<file path="src/logic/fws_pkg.sv">
// Purpose: shared constants for the flash write sequencer
// Assumes: 16-bit cpu flash port, 32-bit axi4-lite register bus
// Notes:   register words hold 16 bits in the low half, upper half reads zero
package fws_pkg;
	localparam int          CPU_AW          = 20;
	localparam int          AXI_AW          = 12;
	localparam int          LW_BASE_W       = CPU_AW - 2;
	// register byte offsets
	localparam logic [11:0] OFF_CTL_ONE     = 12'h000;
	localparam logic [11:0] OFF_CTL_THREE   = 12'h004;
	localparam logic [11:0] OFF_IRQ_ENABLE  = 12'h008;
	// password handling
	localparam logic [7:0]  KEY_WRITE       = 8'hA5;
	localparam logic [7:0]  KEY_READ        = 8'h96;
	// flash_control_one fields
	localparam int          BIT_BLOCK_MODE  = 7;
	localparam int          BIT_WRITE_EN    = 6;
	// flash_control_three fields
	localparam int          BIT_BUSY        = 0;
	localparam int          BIT_KEY_VIOLATION_FLAG        = 1;
	localparam int          BIT_ACCV        = 2;
	localparam int          BIT_WAIT        = 3;
	localparam int          BIT_LOCK        = 4;
	// irq enable field
	localparam int          BIT_ACCV_IE     = 0;
	localparam logic        LOCK_RESET      = 1'b1;
	// one row is 128 bytes, i.e. 32 long-words
	localparam int          ROW_BYTES       = 128;
	localparam int          LWORDS_PER_ROW  = ROW_BYTES / 4;
	localparam logic [4:0]  LAST_LWORD      = 5'(LWORDS_PER_ROW - 1);
	localparam logic [1:0]  RESP_OKAY       = 2'b00;
	localparam logic [1:0]  RESP_SLVERR     = 2'b10;
	typedef enum logic [1:0] {
		MODE_NONE,
		MODE_BYTE_WORD,
		MODE_LONG_WORD,
		MODE_BLOCK
	} fws_mode_t;
	typedef enum logic [2:0] {
		ST_IDLE,
		ST_PROG,
		ST_BLK_WAIT,
		ST_BLK_PROG
	} fws_state_t;
endpackage

</file>
<file path="src/logic/fws_sticky.sv">
// Purpose: sticky flag, hardware set beats software clear
// Assumes: set and clear are single-cycle same-clock strobes
// Notes:   used for the access and key violation flags
`timescale 1ns/1ps
module fws_sticky (
	input  wire logic i_clk,
	input  wire logic i_resetn,
	input  wire logic i_set,
	input  wire logic i_clr,
	output logic      o_q
);
	import fws_pkg::*;
	always_ff @(posedge i_clk or negedge i_resetn) begin
		if (!i_resetn)
			o_q <= 1'b0;
		else if (i_set)
			o_q <= 1'b1;
		else if (i_clr)
			o_q <= 1'b0;
	end

	property p_set_wins;
		@(posedge i_clk) disable iff (!i_resetn) i_set |=> o_q;
	endproperty
	a_set_wins: assert property (p_set_wins) else $error("flag lost a set");
endmodule

</file>
<file path="src/logic/fws_lword.sv">
// Purpose: gathers bytes of one aligned long-word
// Assumes: 16-bit writes with two byte enables
// Notes:   o_full is registered; caller clears after taking it
`timescale 1ns/1ps
module fws_lword (
	input  wire logic                           i_clk,
	input  wire logic                           i_resetn,
	input  wire logic                           i_clr,
	input  wire logic                           i_wr,
	input  wire logic [fws_pkg::CPU_AW-1:0]     i_addr,
	input  wire logic [1:0]                     i_be,
	input  wire logic [15:0]                    i_wdata,
	output logic                                o_full,
	output logic [fws_pkg::LW_BASE_W-1:0]       o_base,
	output logic [31:0]                         o_data
);
	import fws_pkg::*;
	logic [3:0]           have;
	logic [3:0]           wr_mask_q;
	wire  [LW_BASE_W-1:0] wr_base  = i_addr[CPU_AW-1:2];
	wire  [3:0]           wr_mask  = i_addr[1] ? {i_be, 2'b00} : {2'b00, i_be};
	// a write outside the pending long-word restarts collection
	wire                  same     = (have == 4'h0) || (wr_base == o_base);
	wire  [3:0]           keep     = same ? have : 4'h0;
	wire  [3:0]           next_have = keep | wr_mask;

	always_ff @(posedge i_clk or negedge i_resetn) begin
		if (!i_resetn) begin
			have   <= 4'h0;
			o_base <= '0;
			o_full <= 1'b0;
		end else if (i_clr) begin
			have   <= 4'h0;
			o_full <= 1'b0;
		end else if (i_wr) begin
			have   <= next_have;
			o_base <= wr_base;
			o_full <= (next_have == 4'hF);
		end
	end

	// newest byte overwrites the lane, unless i_clr is high in the same cycle
	for (genvar g = 0; g < 4; g++) begin : g_lane
		always_ff @(posedge i_clk or negedge i_resetn) begin
			if (!i_resetn)
				o_data[g*8 +: 8] <= 8'h00;
			else if (i_wr && !i_clr && wr_mask[g])
				o_data[g*8 +: 8] <= i_wdata[(g%2)*8 +: 8];
		end
	end

	property p_restart;
		@(posedge i_clk) disable iff (!i_resetn)
		(i_wr && !i_clr && have != 4'h0 && wr_base != o_base) |=> (have == wr_mask_q) && !o_full;
	endproperty
	always_ff @(posedge i_clk or negedge i_resetn) begin
		if (!i_resetn)
			wr_mask_q <= 4'h0;
		else
			wr_mask_q <= wr_mask;
	end
	a_restart: assert property (p_restart) else $error("stale bytes kept");
endmodule

</file>
<file path="src/logic/fws_top.sv">
// Purpose: flash write sequencer, byte/word, long-word and block programming
// Assumes: cpu port and flash array logic run on i_clk; array answers i_prog_done
// Notes:   registers on axi4-lite; 16-bit values, password in bits 15:8
`timescale 1ns/1ps
module fws_top (
	input  wire logic                           i_clk,
	input  wire logic                           i_resetn,
	input  wire logic                           i_axi_awvalid,
	output logic                                o_axi_awready,
	input  wire logic [fws_pkg::AXI_AW-1:0]     i_axi_awaddr,
	input  wire logic                           i_axi_wvalid,
	output logic                                o_axi_wready,
	input  wire logic [31:0]                    i_axi_wdata,
	input  wire logic [3:0]                     i_axi_wstrb,
	output logic                                o_axi_bvalid,
	input  wire logic                           i_axi_bready,
	output logic [1:0]                          o_axi_bresp,
	input  wire logic                           i_axi_arvalid,
	output logic                                o_axi_arready,
	input  wire logic [fws_pkg::AXI_AW-1:0]     i_axi_araddr,
	output logic                                o_axi_rvalid,
	input  wire logic                           i_axi_rready,
	output logic [31:0]                         o_axi_rdata,
	output logic [1:0]                          o_axi_rresp,
	input  wire logic                           i_cpu_req,
	input  wire logic                           i_cpu_we,
	input  wire logic                           i_cpu_fetch,
	input  wire logic                           i_cpu_from_ram,
	input  wire logic [fws_pkg::CPU_AW-1:0]     i_cpu_addr,
	input  wire logic [1:0]                     i_cpu_be,
	input  wire logic [15:0]                    i_cpu_wdata,
	output logic                                o_cpu_stall,
	output logic                                o_prog_start,
	output logic [fws_pkg::CPU_AW-1:0]          o_prog_addr,
	output logic [31:0]                         o_prog_data,
	output logic [3:0]                          o_prog_mask,
	output logic                                o_vpp_on,
	input  wire logic                           i_prog_done,
	output logic                                o_busy,
	output logic                                o_wait_flag,
	output logic                                o_nmi_req,
	output logic                                o_sys_reset
);
	import fws_pkg::*;

	fws_state_t state;
	fws_state_t next_state;
	logic       block_mode_bit;
	logic       write_enable_bit;
	logic       lock;
	logic       access_violation_irq_enable;
	logic       access_violation_flag;
	logic       key_violation_flag;
	logic       blk_hold;
	logic [4:0] lw_count;
	logic       aw_held;
	logic       w_held;
	logic [AXI_AW-1:0] aw_addr;
	logic [31:0] w_data;
	logic [3:0] w_strb;

	// mode decode
	wire fws_mode_t mode = (!block_mode_bit && write_enable_bit) ? MODE_BYTE_WORD :
	                       (block_mode_bit && !write_enable_bit) ? MODE_LONG_WORD :
	                       (block_mode_bit && write_enable_bit)  ? MODE_BLOCK : MODE_NONE;

	// cpu side events
	wire cpu_wr      = i_cpu_req && i_cpu_we;
	wire cpu_fetch   = i_cpu_req && i_cpu_fetch;
	wire idle        = (state == ST_IDLE);
	wire may_prog    = idle && !lock && !blk_hold && (mode != MODE_NONE);
	wire bw_start    = may_prog && cpu_wr && (mode == MODE_BYTE_WORD);
	wire coll_full;
	wire [LW_BASE_W-1:0] coll_base;
	wire [31:0] coll_data;
	wire lw_start    = may_prog && (mode == MODE_LONG_WORD) && coll_full;
	wire blk_enter   = may_prog && cpu_wr && (mode == MODE_BLOCK);
	wire blk_issue   = (state == ST_BLK_WAIT) && coll_full;
	wire coll_wr     = cpu_wr && ((may_prog && mode != MODE_BYTE_WORD)
	                   || (state == ST_BLK_WAIT && !coll_full));
	wire coll_clr    = lw_start || blk_issue || !block_mode_bit;
	wire start_any   = bw_start || lw_start || blk_issue;
	// access while busy: prog cycle from ram, or block with wait low, or fetch in block
	wire viol_prog   = (state == ST_PROG) && i_cpu_req;
	wire blk_abort   = ((state == ST_BLK_PROG) && i_cpu_req) || ((state == ST_BLK_WAIT) && cpu_fetch);
	wire row_end     = (state == ST_BLK_PROG) && i_prog_done && (lw_count == LAST_LWORD);

	// register bus decode
	wire        wr_fire   = aw_held && w_held && !o_axi_bvalid;
	wire [11:0] wr_off    = aw_addr[11:0];
	wire        wr_word   = (w_strb[1:0] == 2'b11);
	wire        wr_mapped = (wr_off == OFF_CTL_ONE) || (wr_off == OFF_CTL_THREE) || (wr_off == OFF_IRQ_ENABLE);
	wire        wr_ok     = wr_fire && wr_mapped && wr_word;
	wire        key_good  = (w_data[15:8] == KEY_WRITE);
	wire        key_bad   = wr_ok && !key_good;
	wire        wr_one    = wr_ok && key_good && (wr_off == OFF_CTL_ONE);
	wire        wr_three  = wr_ok && key_good && (wr_off == OFF_CTL_THREE);
	wire        wr_ie     = wr_ok && key_good && (wr_off == OFF_IRQ_ENABLE);
	// control one may change only when idle or when block mode has wait high
	wire        one_ok    = idle || (state == ST_BLK_WAIT);
	wire        viol_reg  = wr_one && !one_ok;
	wire        accv_set  = viol_prog || blk_abort || viol_reg;
	wire [11:0] rd_off    = i_axi_araddr[11:0];
	wire [15:0] rd_one    = {KEY_READ, block_mode_bit, write_enable_bit, 6'h00};
	wire [15:0] rd_three  = {KEY_READ, 3'h0, lock, o_wait_flag, access_violation_flag, key_violation_flag, o_busy};
	wire [15:0] rd_ie     = {KEY_READ, 7'h00, access_violation_irq_enable};
	wire        rd_mapped = (rd_off == OFF_CTL_ONE) || (rd_off == OFF_CTL_THREE) || (rd_off == OFF_IRQ_ENABLE);
	wire [15:0] rd_val    = (rd_off == OFF_CTL_ONE) ? rd_one : (rd_off == OFF_CTL_THREE) ? rd_three :
	                        (rd_off == OFF_IRQ_ENABLE) ? rd_ie : 16'h0000;

	fws_lword u_lword (
		.i_clk    (i_clk),
		.i_resetn (i_resetn),
		.i_clr    (coll_clr),
		.i_wr     (coll_wr),
		.i_addr   (i_cpu_addr),
		.i_be     (i_cpu_be),
		.i_wdata  (i_cpu_wdata),
		.o_full   (coll_full),
		.o_base   (coll_base),
		.o_data   (coll_data)
	);

	fws_sticky u_accv (
		.i_clk    (i_clk),
		.i_resetn (i_resetn),
		.i_set    (accv_set),
		.i_clr    (wr_three && !w_data[BIT_ACCV]),
		.o_q      (access_violation_flag)
	);

	fws_sticky u_key_violation_flag (
		.i_clk    (i_clk),
		.i_resetn (i_resetn),
		.i_set    (key_bad),
		.i_clr    (wr_three && !w_data[BIT_KEY_VIOLATION_FLAG]),
		.o_q      (key_violation_flag)
	);

	always_comb begin
		next_state = state;
		case (state)
			ST_IDLE: begin
				if (bw_start || lw_start)
					next_state = ST_PROG;
				else if (blk_enter)
					next_state = ST_BLK_WAIT;
			end
			ST_PROG: begin
				if (i_prog_done)
					next_state = ST_IDLE;
			end
			ST_BLK_WAIT: begin
				if (blk_abort)
					next_state = ST_IDLE;
				else if (blk_issue)
					next_state = ST_BLK_PROG;
			end
			ST_BLK_PROG: begin
				if (blk_abort || row_end)
					next_state = ST_IDLE;
				else if (i_prog_done)
					next_state = ST_BLK_WAIT;
			end
			default: next_state = ST_IDLE;
		endcase
	end

	always_ff @(posedge i_clk or negedge i_resetn) begin
		if (!i_resetn) begin
			state       <= ST_IDLE;
			o_busy      <= 1'b0;
			o_wait_flag <= 1'b0;
			o_vpp_on    <= 1'b0;
		end else begin
			state       <= next_state;
			o_busy      <= (next_state != ST_IDLE);
			o_wait_flag <= (next_state == ST_BLK_WAIT);
			o_vpp_on    <= (next_state != ST_IDLE);
		end
	end

	// cpu held only when the write came from code in flash
	always_ff @(posedge i_clk or negedge i_resetn) begin
		if (!i_resetn)
			o_cpu_stall <= 1'b0;
		else if ((bw_start || lw_start) && !i_cpu_from_ram)
			o_cpu_stall <= 1'b1;
		else if (state == ST_PROG && i_prog_done)
			o_cpu_stall <= 1'b0;
	end

	always_ff @(posedge i_clk or negedge i_resetn) begin
		if (!i_resetn) begin
			o_prog_start <= 1'b0;
			o_prog_addr  <= '0;
			o_prog_data  <= 32'h0000_0000;
			o_prog_mask  <= 4'h0;
		end else begin
			o_prog_start <= start_any;
			if (bw_start) begin
				o_prog_addr <= {i_cpu_addr[CPU_AW-1:2], 2'b00};
				o_prog_data <= {i_cpu_wdata, i_cpu_wdata};
				o_prog_mask <= i_cpu_addr[1] ? {i_cpu_be, 2'b00} : {2'b00, i_cpu_be};
			end else if (lw_start || blk_issue) begin
				o_prog_addr <= {coll_base, 2'b00};
				o_prog_data <= coll_data;
				o_prog_mask <= 4'hF;
			end
		end
	end

	always_ff @(posedge i_clk or negedge i_resetn) begin
		if (!i_resetn)
			lw_count <= 5'h00;
		else if (blk_enter || blk_abort || row_end)
			lw_count <= 5'h00;
		else if (state == ST_BLK_PROG && i_prog_done)
			lw_count <= lw_count + 5'h01;
	end

	// after a block ends, a new one waits until software drops block mode
	always_ff @(posedge i_clk or negedge i_resetn) begin
		if (!i_resetn)
			blk_hold <= 1'b0;
		else if (blk_abort || row_end)
			blk_hold <= 1'b1;
		else if (!block_mode_bit)
			blk_hold <= 1'b0;
	end

	always_ff @(posedge i_clk or negedge i_resetn) begin
		if (!i_resetn) begin
			block_mode_bit              <= 1'b0;
			write_enable_bit            <= 1'b0;
			lock                        <= LOCK_RESET;
			access_violation_irq_enable <= 1'b0;
		end else begin
			if (wr_one && one_ok) begin
				block_mode_bit   <= w_data[BIT_BLOCK_MODE];
				write_enable_bit <= w_data[BIT_WRITE_EN];
			end
			// hardware lock on abort beats a software unlock
			if (blk_abort)
				lock <= 1'b1;
			else if (wr_three)
				lock <= w_data[BIT_LOCK];
			if (wr_ie)
				access_violation_irq_enable <= w_data[BIT_ACCV_IE];
		end
	end

	always_ff @(posedge i_clk or negedge i_resetn) begin
		if (!i_resetn) begin
			o_nmi_req   <= 1'b0;
			o_sys_reset <= 1'b0;
		end else begin
			o_nmi_req   <= access_violation_flag && access_violation_irq_enable;
			o_sys_reset <= key_bad;
		end
	end

	// axi4-lite write: address and data taken in either order
	always_ff @(posedge i_clk or negedge i_resetn) begin
		if (!i_resetn) begin
			aw_held      <= 1'b0;
			w_held       <= 1'b0;
			aw_addr      <= '0;
			w_data       <= 32'h0000_0000;
			w_strb       <= 4'h0;
			o_axi_bvalid <= 1'b0;
			o_axi_bresp  <= RESP_OKAY;
		end else begin
			if (i_axi_awvalid && o_axi_awready) begin
				aw_held <= 1'b1;
				aw_addr <= i_axi_awaddr;
			end else if (wr_fire)
				aw_held <= 1'b0;
			if (i_axi_wvalid && o_axi_wready) begin
				w_held <= 1'b1;
				w_data <= i_axi_wdata;
				w_strb <= i_axi_wstrb;
			end else if (wr_fire)
				w_held <= 1'b0;
			if (wr_fire) begin
				o_axi_bvalid <= 1'b1;
				o_axi_bresp  <= (wr_mapped && wr_word) ? RESP_OKAY : RESP_SLVERR;
			end else if (i_axi_bready)
				o_axi_bvalid <= 1'b0;
		end
	end
	assign o_axi_awready = !aw_held;
	assign o_axi_wready  = !w_held;

	always_ff @(posedge i_clk or negedge i_resetn) begin
		if (!i_resetn) begin
			o_axi_rvalid <= 1'b0;
			o_axi_rdata  <= 32'h0000_0000;
			o_axi_rresp  <= RESP_OKAY;
		end else if (i_axi_arvalid && o_axi_arready) begin
			o_axi_rvalid <= 1'b1;
			o_axi_rdata  <= {16'h0000, rd_val};
			o_axi_rresp  <= rd_mapped ? RESP_OKAY : RESP_SLVERR;
		end else if (i_axi_rready)
			o_axi_rvalid <= 1'b0;
	end
	assign o_axi_arready = !o_axi_rvalid;

	property p_bw_start;
		@(posedge i_clk) disable iff (!i_resetn) bw_start |=> o_prog_start && o_busy && o_prog_mask != 4'h0;
	endproperty
	a_bw_start: assert property (p_bw_start) else $error("byte/word write not started");
	property p_busy_end;
		@(posedge i_clk) disable iff (!i_resetn) (state == ST_PROG && i_prog_done) |=> !o_busy && !o_cpu_stall;
	endproperty
	a_busy_end: assert property (p_busy_end) else $error("busy not cleared");
	property p_viol;
		@(posedge i_clk) disable iff (!i_resetn) (state == ST_PROG && i_cpu_req) |=> ##1 access_violation_flag;
	endproperty
	a_viol: assert property (p_viol) else $error("violation not flagged");
	property p_stall_flash;
		@(posedge i_clk) disable iff (!i_resetn) (bw_start && !i_cpu_from_ram) |=> o_cpu_stall && o_busy;
	endproperty
	a_stall_flash: assert property (p_stall_flash) else $error("cpu not held");
	property p_nostall_ram;
		@(posedge i_clk) disable iff (!i_resetn) (start_any && i_cpu_from_ram && !o_cpu_stall) |=> !o_cpu_stall;
	endproperty
	a_nostall_ram: assert property (p_nostall_ram) else $error("cpu held from ram");
	property p_lw_wait;
		@(posedge i_clk) disable iff (!i_resetn) (idle && mode == MODE_LONG_WORD && !coll_full) |=> !o_busy;
	endproperty
	a_lw_wait: assert property (p_lw_wait) else $error("busy before 32 bits");
	property p_blk_prog;
		@(posedge i_clk) disable iff (!i_resetn) (state == ST_BLK_PROG) |-> o_vpp_on && o_busy && !o_wait_flag;
	endproperty
	a_blk_prog: assert property (p_blk_prog) else $error("block flags wrong");
	property p_abort;
		@(posedge i_clk) disable iff (!i_resetn) (state == ST_BLK_PROG && i_cpu_req) |=> lock && access_violation_flag && idle;
	endproperty
	a_abort: assert property (p_abort) else $error("block not aborted");
	property p_key;
		@(posedge i_clk) disable iff (!i_resetn) key_bad |=> o_sys_reset && key_violation_flag;
	endproperty
	a_key: assert property (p_key) else $error("bad key not caught");
	property p_lock;
		@(posedge i_clk) disable iff (!i_resetn) (idle && lock && cpu_wr) |=> !o_prog_start && !o_busy;
	endproperty
	a_lock: assert property (p_lock) else $error("write while locked");
endmodule

</file>
<file path="config.mk">
export PLATFORM = sky130hd
export DESIGN_NAME = fws_top
export DESIGN_NICKNAME = d
export VERILOG_FILES = /design/src/logic/fws_pkg.sv /design/src/logic/fws_sticky.sv /design/src/logic/fws_lword.sv /design/src/logic/fws_top.sv
export SDC_FILE = /design/constraint.sdc
export NUM_CORES = 1
export LEC_CHECK = 0
export ABC_AREA = 1
export BUFFER_PORTS_ARGS = -buffer_cell sky130_fd_sc_hd__clkbuf_2
export CORE_MARGIN = 3
export CORE_UTILIZATION = 53
export DETAILED_ROUTE_END_ITERATION = 10
export PLACE_DENSITY = 0.84
export SETUP_SLACK_MARGIN = 0.02
export SLEW_MARGIN = 10
export SYNTH_ARGS = -nofsm -noshare
export SYNTH_HDL_FRONTEND = slang
export SYNTH_SLANG_ARGS = --single-unit
</file>
<file path="constraint.sdc">
create_clock -name i_clk -period 1.98 [get_ports i_clk]
set_input_delay 0.198 -clock i_clk [delete_from_list [all_inputs] [get_ports i_clk]]
set_output_delay 0.198 -clock i_clk [all_outputs]
set_load 0.01 [all_outputs]
</file>
==> metrics.md <==
| Metric | Value |
|---|---|
| Number of flops mapped to enable cells by yosys | 0 |
| Clock edge transition at the registers on the reported setup and hold paths | 0.06 ns |
| Count of clock tree sinks | 172 |
| Number of global-route vias before repair | 6540 |
| Overall die width | 129 um |
| Post-synthesis sequential element count | 172 |
| Ant diodes | 0 |
| Wire length after detailed routing | 20.1 mm |
| Starting density of the core | 54.7% |
| DRC marker count from the first detailed-route iteration | 505 |
| Hold Fails Final Rpt | 0 |
| Finished Core Util | 68.3% |
| Worst hold path cell count | 2 |
| Worst Path Arrival | 2.18 ns |
| Maximum fanout encountered on the critical timing path | 7 |
| Pins Over Slew Limit | 0 |
| Crit. End Element | flop |
| Layout overhead on the synthesized area | 25.0% |
| Number of buffers created by CTS | 17 |
| Die outline height | 129 um |
| Mapped Area | 0.00804 mm2 |
| Root Buffer | sky130_fd_sc_hd__clkbuf_16 |
| Clock tree from TritonCTS | done |
| Via total after detailed routing | 6760 |
| Number of antenna violations at the first check in global routing | 0 |
| Core ar. | 0.0147 mm2 |
| Tightest Hold Check Type | in2reg |
| Share of the synthesized area in the top cell type | 53.3% |
| Sequential area share after synthesis | 53.6% |
| Peak clock frequency supported by timing | 0.544 GHz |
| Final critical-path required period | 1.84 ns |
| Post-DRT Antenna Nets | 0 |
| Maximum number of pins on one net before global-route repair | 60 |
| Count of pins on the block boundary | 214 |
| Async set-reset flop share out of synthesis | 100% |
| Global routing usage summed across all routing layers | 23.4% |
| Worst Reg-to-Reg Cells | 12 |
| Clock latency at the later pin of the worst-skew pair | 0.43 ns |
| Gate Count Post-Synth | 910 |
| Number of search-and-repair iterations in the first detailed-routing pass | 5 |
| Final worst-path cycle share | 92.8% |
| First-pass GRT wire length | 31.1 mm |
| Final layout net count | 1220 |
| Req. time, crit path | 2.32 ns |
| Warnings, synthesis | 0 |
| Layout cells sized above 1 | 26.9% |
| Average wire per cell in the routed design | 15.4 um |
| Setup violations, final | 0 |
| Final routed DRC violation total | 0 |
| Number of buffers on the longest clock path | 2 |
| Half-perimeter wire length after placement | 12.7 mm |
| Mean instance size in the synthesized netlist | 8.83 um2 |
| Cell type with the largest total area after synthesis | sky130_fd_sc_hd__dfrtp_1 |
| Worst setup path class | reg2reg |
| Final clock skew | 0.00852 ns |
| Total overflow reported by the global router | 0 |
| Cell Count Post-Placement | 1245 |
| Ys flop type | sky130_fd_sc_hd__dfrtp_1 |
| H-tree lvl count | 4 |
| # rows | 44 |
| Pin slew with the least headroom to its limit | 0.590 ns |
| Area enclosed by the die boundary | 0.0167 mm2 |
| Number of maximum-capacitance constraint violations | 0 |
| Post-synth cell types | 39 |
| Startpoint type of the worst setup path | flop |
| Run status | completed |
| Worst ir drop on vdd | 0.552 mV |
| Post-DR vias/cell | 5.18 |
| Count of buffers from port buffering | 167 |
| Power density normalized to cell area | 854 mW/mm2 |
| Max_slew headroom | 60.6% |
| Routability cong. | 0.821 |
| Post-Layout Cell Count | 1305 |
| Dominant cells by area after synthesis | sky130_fd_sc_hd__dfrtp_1 (53%), sky130_fd_sc_hd__nand2_1 (12%), sky130_fd_sc_hd__nor2_1 (4.9%) |
| Leakage power | 5.10 nW |
cells in the mapped netlist (9+ instances only):
cell                       instances
sky130_fd_sc_hd__nand4_1          15
sky130_fd_sc_hd__a21oi_1          13
sky130_fd_sc_hd__nand2_1         259
sky130_fd_sc_hd__clkbuf_1         11
sky130_fd_sc_hd__o21ai_2          24
sky130_fd_sc_hd__a31oi_1          50
sky130_fd_sc_hd__dfrtp_1         171
sky130_fd_sc_hd__inv_1            90
sky130_fd_sc_hd__nand3_1          17
sky130_fd_sc_hd__nor2_1          104
sky130_fd_sc_hd__buf_6             9
sky130_fd_sc_hd__o21ai_0          28
sky130_fd_sc_hd__mux2_2           23
sky130_fd_sc_hd__buf_4            36
sequential cells by signal, summed over array words and instances, names as in the netlist, 2 cells and up:
| register | cells |
|---|---|
| lw_count | 5 |
| aw_addr | 12 |
| o_prog_data | 32 |
| state | 3 |
| u_lword.have | 4 |
| w_data | 14 |
| u_lword.o_base | 18 |
| o_prog_mask | 4 |
| u_lword.o_data | 32 |
| o_axi_rdata | 8 |
| o_prog_addr | 18 |
| w_strb | 2 |
cell usage in the layout, fill, tap and decap left out, types with 5 or more instances in the layout:
cell type,count
sky130_fd_sc_hd__buf_12,7
sky130_fd_sc_hd__mux2_2,23
sky130_fd_sc_hd__a21oi_1,13
sky130_fd_sc_hd__clkbuf_2,166
sky130_fd_sc_hd__dfrtp_1,170
sky130_fd_sc_hd__clkbuf_16,21
sky130_fd_sc_hd__xnor2_1,5
sky130_fd_sc_hd__nand2_1,257
sky130_fd_sc_hd__nor2_1,100
sky130_fd_sc_hd__buf_4,15
sky130_fd_sc_hd__o21ai_0,26
sky130_fd_sc_hd__inv_1,90
sky130_fd_sc_hd__nand4_1,15
sky130_fd_sc_hd__nand3_1,17
sky130_fd_sc_hd__dlygate4sd3_1,16
sky130_fd_sc_hd__o31ai_1,5
sky130_fd_sc_hd__o21ai_1,6
sky130_fd_sc_hd__o21ai_2,24
sky130_fd_sc_hd__a31oi_1,50
sky130_fd_sc_hd__conb_1,26
worst max-delay path, stage by stage, from the launching register on:
cell and delay (ns):
sky130_fd_sc_hd__dfrtp_1 0.43, sky130_fd_sc_hd__nor2_4 0.14, sky130_fd_sc_hd__nand2_2 0.09, sky130_fd_sc_hd__nor2_4 0.18, sky130_fd_sc_hd__nand2_2 0.08, sky130_fd_sc_hd__nor2_4 0.11, sky130_fd_sc_hd__inv_2 0.07, sky130_fd_sc_hd__nand2_4 0.09
sky130_fd_sc_hd__inv_6 0.05, sky130_fd_sc_hd__nand2_8 0.11, sky130_fd_sc_hd__clkbuf_16 0.17, sky130_fd_sc_hd__nor2_1 0.04, sky130_fd_sc_hd__a31oi_1 0.18
power breakdown:
part	switching (mW)	internal, mW
sequential	0.164	3.84
combinational	0.554	0.473
clock	1.37	2.18
final timing paths:
check,startpoint,end,slack (ns)
max in group asynchronous,i_resetn,lock,0.98
max reg2reg,state[1],o_prog_data[27],0.14
max,state[1],o_prog_data[27],0.14
min,i_axi_wdata[7],w_data[7],0.01
min reg2reg,o_axi_rdata[1],o_axi_rdata[1],0.48
min in group asynchronous,i_resetn,o_prog_data[5],0.32
routing by layer:
layer | up-vias | part of all wire (%) | track usage [%]
li1 | 3274 | - | -
met1 | 3199 | 40 | 28.2
met2 | 249 | 52 | 41.3
met3 | 38 | 6.0 | 5.44
met4 | 0 | 2.1 | 8.21
met5 | - | 0 | 0
through the flow:
stage | TNS [ns] | worst slack [ns] | area (um2) | hold WS, ns | power [mW]
after floorplan | 0 | 0.256 | 8130 | -0.0976 | 4.67
after global placement | 0 | 0.109 | 8990 | 0.221 | 4.98
after detailed placement | 0 | 0.0328 | 8990 | 0.222 | 5.04
after CTS | 0 | 0.0386 | 9810 | 0.00146 | 8.58
after global routing | -0.0727 | -0.0487 | 10000 | 0.00363 | 8.92
final | 0 | 0.142 | 10000 | 0.0119 | 8.58
kinds of logic (layout without fill, tap and decap cells):
logic type	after synthesis	count (layout)	synth area share, %
AND/OR/NAND/NOR	414	415	21.3
buffers and inverters	155	340	9.83
other	1	26	0.0467
AO/OA/AOI/OAI	135	135	10.9
multiplexers	23	23	3.22
flip-flops	172	172	53.6
adder cells (fa/ha/maj)	2	2	0.311
XOR/XNOR	8	8	0.872
cell type report:
| cell class | instances | area [um2] |
|---|---|---|
| tap | 184 | 230 |
| inverter | 95 | 364 |
| multi-input combinational | 609 | 3100 |
| clock buffer | 22 | 464 |
| timing repair buffer | 213 | 1420 |
| fill | 1113 | 4650 |
| clock inverter | 10 | 164 |
| sequential | 172 | 4310 |
what timing repair did:
item | in CTS | in global routing
hold buffers | 15 | 1
gates resized for setup | 2 | 18
endpoints found under the hold margin | 68 | 1
setup buffers | 0 | 5
pin swaps | 2 | 6
gates cloned | 1 | 6
setup endpoints to repair | 30 | 91
(Power assumes the default switching activity.)
